===== src/rtl/cwsu_pkg.sv =====
// Package: register map, field layout and types for the complementary wave generator
package cwsu_pkg;

    localparam logic [3:0] ADDR_CTRL0     = 4'h0;
    localparam logic [3:0] ADDR_CTRL1     = 4'h1;
    localparam logic [3:0] ADDR_INSEL     = 4'h2;
    localparam logic [3:0] ADDR_SHUTCTRL0 = 4'h3;
    localparam logic [3:0] ADDR_AUTOSHUT0 = 4'h4;
    localparam logic [3:0] ADDR_AUTOSHUT1 = 4'h5;
    localparam logic [3:0] ADDR_DBRISE    = 4'h6;
    localparam logic [3:0] ADDR_DBFALL    = 4'h7;
    localparam logic [3:0] ADDR_CLKSEL    = 4'h8;
    localparam logic [3:0] ADDR_STEER     = 4'h9;

    localparam int CTRL0_EN_BIT    = 7;
    localparam int AUTOSHUT0_SD    = 7;
    localparam int AUTOSHUT0_REN   = 6;
    localparam int DB_WIDTH        = 6;
    localparam int NUM_OUT         = 4;
    localparam int NUM_SRC         = 16;
    localparam int NUM_SD_SRC      = 8;

    localparam logic [2:0] MODE_STEER_SYNC = 3'h0;
    localparam logic [2:0] MODE_STEER_ASYN = 3'h1;
    localparam logic [2:0] MODE_HALF       = 3'h4;
    localparam logic [2:0] MODE_PUSHPULL   = 3'h5;

    localparam logic [1:0] LVL_INACTIVE = 2'h0;
    localparam logic [1:0] LVL_TRISTATE = 2'h1;
    localparam logic [1:0] LVL_LOW      = 2'h2;
    localparam logic [1:0] LVL_HIGH     = 2'h3;

    localparam logic [7:0] RESET_SHUTCTRL0 = 8'h14;
    localparam logic [7:0] RESET_AUTOSHUT0 = 8'h00;
    localparam logic [7:0] RESET_ZERO      = 8'h00;

    typedef struct packed {
        logic [31:0] dat;
        logic [3:0]  adr;
        logic [3:0]  sel;
        logic        we;
        logic        stb;
        logic        cyc;
    } cwsu_wb_req_type;

    typedef struct packed {
        logic [NUM_OUT-1:0] level;
        logic [NUM_OUT-1:0] drive;
    } cwsu_out_type;

endpackage : cwsu_pkg


===== src/rtl/cwsu_deadband.sv =====
// Dead-band delay for one output edge pair
`timescale 1ns/1ps
module cwsu_deadband
    import cwsu_pkg::*;
(
    input  wire logic                clk,
    input  wire logic                rst_b,
    input  wire logic                enable,
    input  wire logic                din,
    input  wire logic [DB_WIDTH-1:0] riseCount,
    input  wire logic [DB_WIDTH-1:0] fallCount,
    output logic                     dout
);

    logic [DB_WIDTH-1:0] count;
    logic                target;

    // Each edge is held back by its programmed count; an input that
    // reverts before the count expires is swallowed, so no glitch passes.
    always_ff @(posedge clk)
    begin
        if (!rst_b || !enable)
        begin
            dout   <= 1'b0;
            count  <= '0;
            target <= 1'b0;
        end
        else if (din == dout)
        begin
            target <= din;
            count  <= '0;
        end
        else if (din != target)
        begin
            target <= din;
            count  <= '0;
            if ((din ? riseCount : fallCount) == '0)
                dout <= din;
        end
        else if (count + 1'b1 >= (din ? riseCount : fallCount))
        begin
            dout  <= din;
            count <= '0;
        end
        else
        begin
            count <= count + 1'b1;
        end
    end

endmodule : cwsu_deadband


===== src/rtl/cwsu_top.sv =====
// Complementary waveform generator: registers, shutdown, steering, dead band
//
// Contract
// Generator runs on its own selected clock; code only samples its rising edge, dead band and toggle run on the bus clock
// Fast oscillator kept alive when needed in sleep
// Sleep idles processor only, generation continues
// Software sets pins to input before setup
// Software clears enable before reconfiguring
// Three-bit mode field selects output mode
// Per-output polarity bits set output sense
// Four-bit field selects data input source
// Steering bits choose modulated outputs
// Pair override levels; start in shutdown
// Enable bits pick shutdown sources
// Separate rising and falling dead-band registers
// Clock control register selects generator clock
// Software enables, then makes pins outputs
// Auto-restart clears shutdown, else software does
// Shutdown forces pair override levels
// Edges delayed by dead-band counts
// Disable returns generator to reset state
`timescale 1ns/1ps
module cwsu_top
    import cwsu_pkg::*;
(
    input  wire logic                  clk,
    input  wire logic                  rst_b,
    input  wire cwsu_wb_req_type       wbReq,
    output logic [31:0]                wbDatO,
    output logic                       wbAck,
    input  wire logic [NUM_SRC-1:0]    srcIn,
    input  wire logic [NUM_SD_SRC-1:0] shutSrcIn,
    input  wire logic [1:0]            genClkIn,
    input  wire logic                  sleepReq,
    output cwsu_out_type               waveOut,
    output logic                       fastOscKeep,
    output logic                       cpuIdle
);

    ////////////////////////////////////////////////////////////////////////
    // Registers

    logic [7:0] waveCtrlReg0;
    logic [7:0] waveCtrlReg1;
    logic [7:0] waveInputSelectReg;
    logic [7:0] waveShutdownCtrl0;
    logic [7:0] waveAutoshutReg0;
    logic [7:0] waveAutoshutReg1;
    logic [7:0] riseDeadbandReg;
    logic [7:0] fallDeadbandReg;
    logic [7:0] waveClockSelectReg;
    logic [7:0] steeringOutputBits;

    logic       moduleEnable;
    logic       shutdownSet;
    logic       shutdownStatus;
    logic       wbHit;
    logic       wbWrite;
    logic       swClearShutdown;
    logic [7:0] wbByte;
    logic [31:0] next_wbDatO;

    assign moduleEnable    = waveCtrlReg0[CTRL0_EN_BIT];
    assign wbHit           = wbReq.cyc && wbReq.stb && !wbAck;
    assign wbWrite         = wbHit && wbReq.we && wbReq.sel[0];
    assign wbByte          = wbReq.dat[7:0];
    assign shutdownStatus  = waveAutoshutReg0[AUTOSHUT0_SD];
    assign swClearShutdown = wbWrite && (wbReq.adr == ADDR_AUTOSHUT0)
                             && !wbByte[AUTOSHUT0_SD];

    // Ack one cycle after the strobe, drop it the cycle after
    always_ff @(posedge clk)
    begin
        if (!rst_b)
            wbAck <= 1'b0;
        else
            wbAck <= wbHit;
    end

    always_ff @(posedge clk)
    begin
        if (!rst_b)
        begin
            waveCtrlReg0       <= RESET_ZERO;
            waveCtrlReg1       <= RESET_ZERO;
            waveInputSelectReg <= RESET_ZERO;
            waveShutdownCtrl0  <= RESET_SHUTCTRL0;
            waveAutoshutReg1   <= RESET_ZERO;
            riseDeadbandReg    <= RESET_ZERO;
            fallDeadbandReg    <= RESET_ZERO;
            waveClockSelectReg <= RESET_ZERO;
            steeringOutputBits <= RESET_ZERO;
        end
        else if (wbWrite)
        begin
            case (wbReq.adr)
                ADDR_CTRL0:     waveCtrlReg0       <= wbByte;
                ADDR_CTRL1:     waveCtrlReg1       <= wbByte;
                ADDR_INSEL:     waveInputSelectReg <= wbByte;
                ADDR_SHUTCTRL0: waveShutdownCtrl0  <= wbByte;
                ADDR_AUTOSHUT1: waveAutoshutReg1   <= wbByte;
                ADDR_DBRISE:    riseDeadbandReg    <= wbByte;
                ADDR_DBFALL:    fallDeadbandReg    <= wbByte;
                ADDR_CLKSEL:    waveClockSelectReg <= wbByte;
                ADDR_STEER:     steeringOutputBits <= wbByte;
                default:        ;
            endcase
        end
    end

    always_comb
    begin
        next_wbDatO = '0;
        case (wbReq.adr)
            ADDR_CTRL0:     next_wbDatO[7:0] = waveCtrlReg0;
            ADDR_CTRL1:     next_wbDatO[7:0] = waveCtrlReg1;
            ADDR_INSEL:     next_wbDatO[7:0] = waveInputSelectReg;
            ADDR_SHUTCTRL0: next_wbDatO[7:0] = waveShutdownCtrl0;
            ADDR_AUTOSHUT0: next_wbDatO[7:0] = waveAutoshutReg0;
            ADDR_AUTOSHUT1: next_wbDatO[7:0] = waveAutoshutReg1;
            ADDR_DBRISE:    next_wbDatO[7:0] = riseDeadbandReg;
            ADDR_DBFALL:    next_wbDatO[7:0] = fallDeadbandReg;
            ADDR_CLKSEL:    next_wbDatO[7:0] = waveClockSelectReg;
            ADDR_STEER:     next_wbDatO[7:0] = steeringOutputBits;
            default:        next_wbDatO = '0;
        endcase
    end

    always_ff @(posedge clk)
    begin
        if (!rst_b)
            wbDatO <= '0;
        else if (wbHit)
            wbDatO <= next_wbDatO;
    end

    ////////////////////////////////////////////////////////////////////////
    // Input synchronisers

    logic [NUM_SRC-1:0]    srcMeta;
    logic [NUM_SRC-1:0]    srcSync;
    logic [NUM_SD_SRC-1:0] sdMeta;
    logic [NUM_SD_SRC-1:0] sdSync;
    logic [1:0]            clkMeta;
    logic [1:0]            clkSync;

    always_ff @(posedge clk)
    begin
        if (!rst_b)
        begin
            srcMeta <= '0;
            srcSync <= '0;
            sdMeta  <= '0;
            sdSync  <= '0;
            clkMeta <= '0;
            clkSync <= '0;
        end
        else
        begin
            srcMeta <= srcIn;
            srcSync <= srcMeta;
            sdMeta  <= shutSrcIn;
            sdSync  <= sdMeta;
            clkMeta <= genClkIn;
            clkSync <= clkMeta;
        end
    end

    ////////////////////////////////////////////////////////////////////////
    // Generator clock tick and data source

    logic genClkPrev;
    logic genTick;
    logic genClkSel;
    logic dataIn;

    // Generator clock is one of two sampled sources; its rising edge times the
    // auto-restart clear and holds the toggle when data is high; dead band and toggle run on the bus clock.
    assign genClkSel = clkSync[waveClockSelectReg[0]];
    assign genTick   = genClkSel && !genClkPrev;
    assign dataIn    = srcSync[waveInputSelectReg[3:0]];

    always_ff @(posedge clk)
    begin
        if (!rst_b)
            genClkPrev <= 1'b0;
        else
            genClkPrev <= genClkSel;
    end

    ////////////////////////////////////////////////////////////////////////
    // Shutdown status

    logic shutEvent;

    assign shutEvent = |(sdSync & waveAutoshutReg1[NUM_SD_SRC-1:0]);

    always_ff @(posedge clk)
    begin
        if (!rst_b)
            waveAutoshutReg0 <= RESET_AUTOSHUT0;
        else if (!moduleEnable)
        begin
            // Disabled generator always restarts from shutdown
            waveAutoshutReg0[AUTOSHUT0_SD] <= 1'b1;
            if (wbWrite && wbReq.adr == ADDR_AUTOSHUT0)
                waveAutoshutReg0[AUTOSHUT0_REN] <= wbByte[AUTOSHUT0_REN];
        end
        else
        begin
            if (wbWrite && wbReq.adr == ADDR_AUTOSHUT0)
                waveAutoshutReg0[AUTOSHUT0_REN] <= wbByte[AUTOSHUT0_REN];
            // A live shutdown source wins over any clear
            if (shutEvent)
                waveAutoshutReg0[AUTOSHUT0_SD] <= 1'b1;
            else if (waveAutoshutReg0[AUTOSHUT0_REN] && genTick)
                waveAutoshutReg0[AUTOSHUT0_SD] <= 1'b0;
            else if (swClearShutdown)
                waveAutoshutReg0[AUTOSHUT0_SD] <= 1'b0;
        end
    end

    assign shutdownSet = shutdownStatus;

    ////////////////////////////////////////////////////////////////////////
    // Mode and steering

    logic [2:0]         mode;
    logic [NUM_OUT-1:0] rawWave;
    logic               toggle;

    assign mode = waveCtrlReg0[2:0];

    always_ff @(posedge clk)
    begin
        if (!rst_b || !moduleEnable)
            toggle <= 1'b0;
        else if (genTick && dataIn && !genClkPrev)
            toggle <= toggle;
        else if (dataIn && !rawWave[0] && !rawWave[1])
            toggle <= !toggle;
    end

    always_comb
    begin
        rawWave = '0;
        case (mode)
            MODE_STEER_SYNC,
            MODE_STEER_ASYN: rawWave = {NUM_OUT{dataIn}} & steeringOutputBits[NUM_OUT-1:0];
            MODE_HALF:       rawWave = {!dataIn, dataIn, !dataIn, dataIn};
            MODE_PUSHPULL:   rawWave = {!toggle & dataIn, toggle & dataIn,
                                        !toggle & dataIn, toggle & dataIn};
            default:         rawWave = {!dataIn, dataIn, !dataIn, dataIn};
        endcase
    end

    ////////////////////////////////////////////////////////////////////////
    // Dead band per output

    logic [NUM_OUT-1:0] delayed;

    genvar gi;
    generate
        for (gi = 0; gi < NUM_OUT; gi = gi + 1)
        begin : g_db
            cwsu_deadband u_db
            (
                .clk       (clk),
                .rst_b     (rst_b),
                .enable    (moduleEnable),
                .din       (rawWave[gi]),
                .riseCount (riseDeadbandReg[DB_WIDTH-1:0]),
                .fallCount (fallDeadbandReg[DB_WIDTH-1:0]),
                .dout      (delayed[gi])
            );
        end
    endgenerate

    ////////////////////////////////////////////////////////////////////////
    // Output stage

    cwsu_out_type next_waveOut;
    logic [1:0]   lvl;
    integer       k;

    always_comb
    begin
        next_waveOut = '0;
        lvl          = LVL_INACTIVE;
        for (k = 0; k < NUM_OUT; k = k + 1)
        begin
            // A and C are even outputs, B and D odd
            lvl = k[0] ? waveShutdownCtrl0[5:4] : waveShutdownCtrl0[3:2];
            if (!moduleEnable)
            begin
                next_waveOut.level[k] = waveCtrlReg1[k];
                next_waveOut.drive[k] = 1'b0;
            end
            else if (shutdownSet)
            begin
                next_waveOut.drive[k] = (lvl != LVL_TRISTATE);
                case (lvl)
                    LVL_LOW:  next_waveOut.level[k] = 1'b0;
                    LVL_HIGH: next_waveOut.level[k] = 1'b1;
                    default:  next_waveOut.level[k] = waveCtrlReg1[k];
                endcase
            end
            else
            begin
                next_waveOut.drive[k] = 1'b1;
                next_waveOut.level[k] = delayed[k] ^ waveCtrlReg1[k];
            end
        end
    end

    always_ff @(posedge clk)
    begin
        if (!rst_b)
            waveOut <= '0;
        else
            waveOut <= next_waveOut;
    end

    ////////////////////////////////////////////////////////////////////////
    // Sleep support

    always_ff @(posedge clk)
    begin
        if (!rst_b)
        begin
            fastOscKeep <= 1'b0;
            cpuIdle     <= 1'b0;
        end
        else
        begin
            // Oscillator held while the generator needs it, else sleep saves power
            fastOscKeep <= moduleEnable && (|srcSync) && !waveClockSelectReg[0];
            cpuIdle     <= sleepReq;
        end
    end

endmodule : cwsu_top


===== config.mk =====
export PLATFORM = sky130hd
export DESIGN_NAME = cwsu_top
export DESIGN_NICKNAME = d
export VERILOG_FILES = /design/src/rtl/cwsu_pkg.sv /design/src/rtl/cwsu_deadband.sv /design/src/rtl/cwsu_top.sv
export SDC_FILE = /design/constraint.sdc
export NUM_CORES = 1
export LEC_CHECK = 0
export BUFFER_PORTS_ARGS = -buffer_cell sky130_fd_sc_hd__buf_4
export CAP_MARGIN = 25
export CORE_ASPECT_RATIO = 0.7
export CORE_MARGIN = 10
export CORE_UTILIZATION = 52
export DETAILED_ROUTE_END_ITERATION = 6
export PLACE_DENSITY = 0.76
export SLEW_MARGIN = 20
export SYNTH_ARGS = -nofsm -noshare
export SYNTH_HDL_FRONTEND = slang
export SYNTH_HIERARCHICAL = 1
export SYNTH_SLANG_ARGS = --single-unit

===== constraint.sdc =====
create_clock -name clk -period 3.35 [get_ports clk]
set_input_delay 0.335 -clock clk [delete_from_list [all_inputs] [get_ports clk]]
set_output_delay 0.335 -clock clk [all_outputs]
set_load 0.02 [all_outputs]

==> impl_metrics.yaml <==
setup_path:
  cpMaxStageDelayCell: "mux4_2"
  cp.arrival_ns: 3.64
  startpoint_type: "flop"
  cp_max_fo: 8
  required_ns: 3.72
  crit_chain: "mux4_2 > mux2i_1 > mux2_4 > a21oi_2 > a21oi_1 > buf_4 > buf_12 > mux2i_1 > ha_1 > and4_1 > a21oi_2 > o211ai_1 > nand3b_1 > nor2b_1"
  slowest_delay_ns: 0.51
  rrSetupSlack_ns: 0.08
  cp_top_family: "multiplexers"
  r2r_cells: 14
  cp_num_buf_inv: 2
  r2r_end: "g_db[3].u_db/count[4]"
  cp-end-kind: "flop"
  r2r_start: "waveInputSelectReg[2]"
  critical_path_class: "flop to flop"
synthesis:
  ys_seq_area_share_pct: 41.3
  synth_edf_count: 0
  ys_types: 70
  synth.top_cell.area_share_pct: 41.3
  synthXorXnorAreaFrac_pct: 2.45
  ys_seq_elements: 177
  syn_area_sq_um: 8580
  synthMuxAreaShare_pct: 13.5
  synth_fa_ha_area_share_pct: 4.08
  yosysWarnings: 6
  synth_ff_type: "dfxtp_1"
  synth-simple-area-share_pct: 21.8
  synth_top_family_by_area: "simple AND/OR/NAND/NOR gates"
  syn-instance-count: 897
  syn_area_per_cell_sq_um: 9.56
  synth.most_common_cell: "dfxtp_1"
  synth_compound_area_share_pct: 11.4
  synth_common_cells: "177 x dfxtp_1, 78 x mux2i_1, 75 x nor2_1, 64 x nand2_1, 59 x and2_1"
  ys_top_cells_by_area: "dfxtp_1 41%, mux2i_1 9.1%, and2_1 4.3%"
  synthArstFlopShare_pct: 0
  synth_area_leader_cell: "dfxtp_1"
pwr:
  leakage_uw: 0.00398
  cellPowerDensity_nw_per_um2: 444
  ir_drop_mv: 0.226
sta:
  finalCritPeriodShare_pct: 97.6
  fmax_mhz: 306
  rsz0062_at_grt: "true"
  hold_viol: 0
  slew_viol_final: 0
  setup_viol: 0
  finClkSkew_ns: 0.0133
  fin_crit_ns: 3.27
  relSlewSlack_pct: 42.2
  worst_pin_slew_ns: 0.865
hold_path:
  hold_end: "srcMeta[3]"
  hold_class: "primary input to flop"
  hold_depth: 2
  holdCritStartpoint: "srcIn[3]"
floorplan:
  core_sq_um: 16200
  rows: 39
  ios: 115
  die_y_um: 127
  dieArea_sq_um: 22100
  die_x_um: 174
  initial_core_util_pct: 52.8
routing:
  drtAntennaViolNets: 0
  avgRoutedWirePerCell_um: 17.7
  first_pass_iters: 6
  vias_per_cell: 5.60
  num_vias: 6667
  first_iter_violations: 624
  drc: 0
  wl_um: 21100
cts:
  clockBufferDepth: 2
  clkLatencyLatePin_ns: 0.44
  htreeDepth: 4
  cts_sinks: 177
  root_buffer: "clkbuf_16"
  clk_pin_slew_worst_paths_ns: 0.08
  holdBufCountCts: 0
  numCtsBuffers: 17
  cts_tree: "yes"
place:
  hpwlAfterDp_um: 14400
  gp_congestion: 0.950
  io_buffers: 63
  placedInstanceArea_sq_um: 9120
layout:
  layout.nets: 1053
  reg.largest.list: "g_db.u_db/count x24, srcMeta x16, srcSync x16"
  num-fill-cells: 1398
  largest_reg_flops: 24
  stdcell_area_sq_um: 9850
  top_register: "g_db.u_db/count"
  insertedDiodeCount: 0
  final_util_pct: 60.6
  drive_gt1_share_pct: 19.0
  area_delta_synth_final_pct: 14.8
job:
  maxCapViolations: 0
global_routing:
  grt_pass1_wl_um: 33900
  antenna_found_initial: 0
  grt_max_degree: 64
  grt_pass1_vias: 6363
  gr-usage-all-layers_pct: 18.6
  grt_remaining_overflow: 0
outcome:
  status: "finished, final reports clean"
-- metal layers --
metal  global-route usage, %  routed length [um]
met2                    26.5                8830
met4                    5.97                 317
met3                    5.50                2070
met1                    26.3                9910
met5                       0                   0
-- layout make-up --
| type | count | area [sq um] | area share, % |
|---|---|---|---|
| multi-input combinational | 657 | 4700 | 47.7 |
| timing repair buffer | 89 | 684 | 6.95 |
| clock inverter | 15 | 166 | 1.69 |
| clock buffer | 17 | 425 | 4.32 |
| sequential | 177 | 3550 | 36.0 |
| inverter | 11 | 41.3 | 0.419 |
| tap | 225 | 282 | 2.86 |
-- worst max path at each step --
stage                                      from               endpoint  slack (ns)  cells past startpoint
after floorplan           waveInputSelectReg[2]      g_db[1].u_db/dout        0.06                     14
after global placement    waveInputSelectReg[2]      g_db[1].u_db/dout        0.05                     13
after detailed placement  waveInputSelectReg[2]  g_db[1].u_db/count[4]       -0.08                     13
after CTS                 waveInputSelectReg[2]  g_db[3].u_db/count[4]       0.002                     13
after global routing      waveInputSelectReg[2]  g_db[3].u_db/count[3]        -0.1                     14
final                     waveInputSelectReg[2]  g_db[3].u_db/count[4]        0.08                     14
-- cell usage in the layout, fill, tap and decap left out, types with 4 or more instances in the layout --
master / count
a21boi_0: 7
nand4_1: 7
mux2i_1: 75
nand3_1: 22
inv_8: 7
mux2_2: 11
nand2_1: 64
inv_1: 10
a32oi_1: 4
clkbuf_16: 17
o21ai_0: 44
a21o_1: 4
a21oi_1: 37
ha_1: 28
conb_1: 24
o211a_1: 4
nor4b_4: 4
buf_4: 87
and4_1: 4
nand3b_1: 6
and2_1: 59
nand2b_1: 8
o2111ai_1: 4
mux2i_4: 6
nor2_1: 75
a21oi_2: 5
o221a_1: 4
dfxtp_1: 176
nand2_2: 4
nor2b_2: 5
a22oi_1: 10
xnor2_1: 9
xor2_1: 15
mux4_2: 5
nor3_1: 13
nor2b_1: 31
nor4_1: 8
-- report_power, final --
part           internal, uW  total [uW]  switching (uW)  leakage (uW)
combinational          97.9         251             153       0.00225
sequential             2130        2150            15.1       0.00144
clock                  1010        1970             967      0.000290
total                  3240        4380            1140       0.00398
-- stage by stage --
step	cells	setup WS [ns]	setup TNS (ns)	hold slack, ns	total power (uW)
2_1_floorplan	920	0.0613	0	0.412	2370
3_3_place_gp	1149	0.0471	0	0.416	2440
3_5_place_dp	1149	-0.0795	-0.692	0.417	2440
4_1_cts	1183	0.00189	0	0.0911	4400
5_1_grt	1191	-0.0997	-0.795	0.0867	4530
6_report	1191	0.0811	0	0.0973	4380
-- what timing repair did --
item                                    4_1_cts  5_1_grt
pin swaps                                     0        8
endpoints found under the setup margin       27       21
resized for setup                             2       20
buffers inserted                              2        8
cloned                                        0        0
-- kinds of logic (layout without fill, tap and decap cells) --
group	after synthesis	in the layout
XOR/XNOR	24	24
buffers and inverters	86	132
flip-flops	177	177
AND/OR/NAND/NOR	333	333
multiplexers	101	101
AO/OA/AOI/OAI	147	147
other	1	24
adder cells (fa/ha/maj)	28	28
Note: power is estimated with default switching activity, not from simulation.
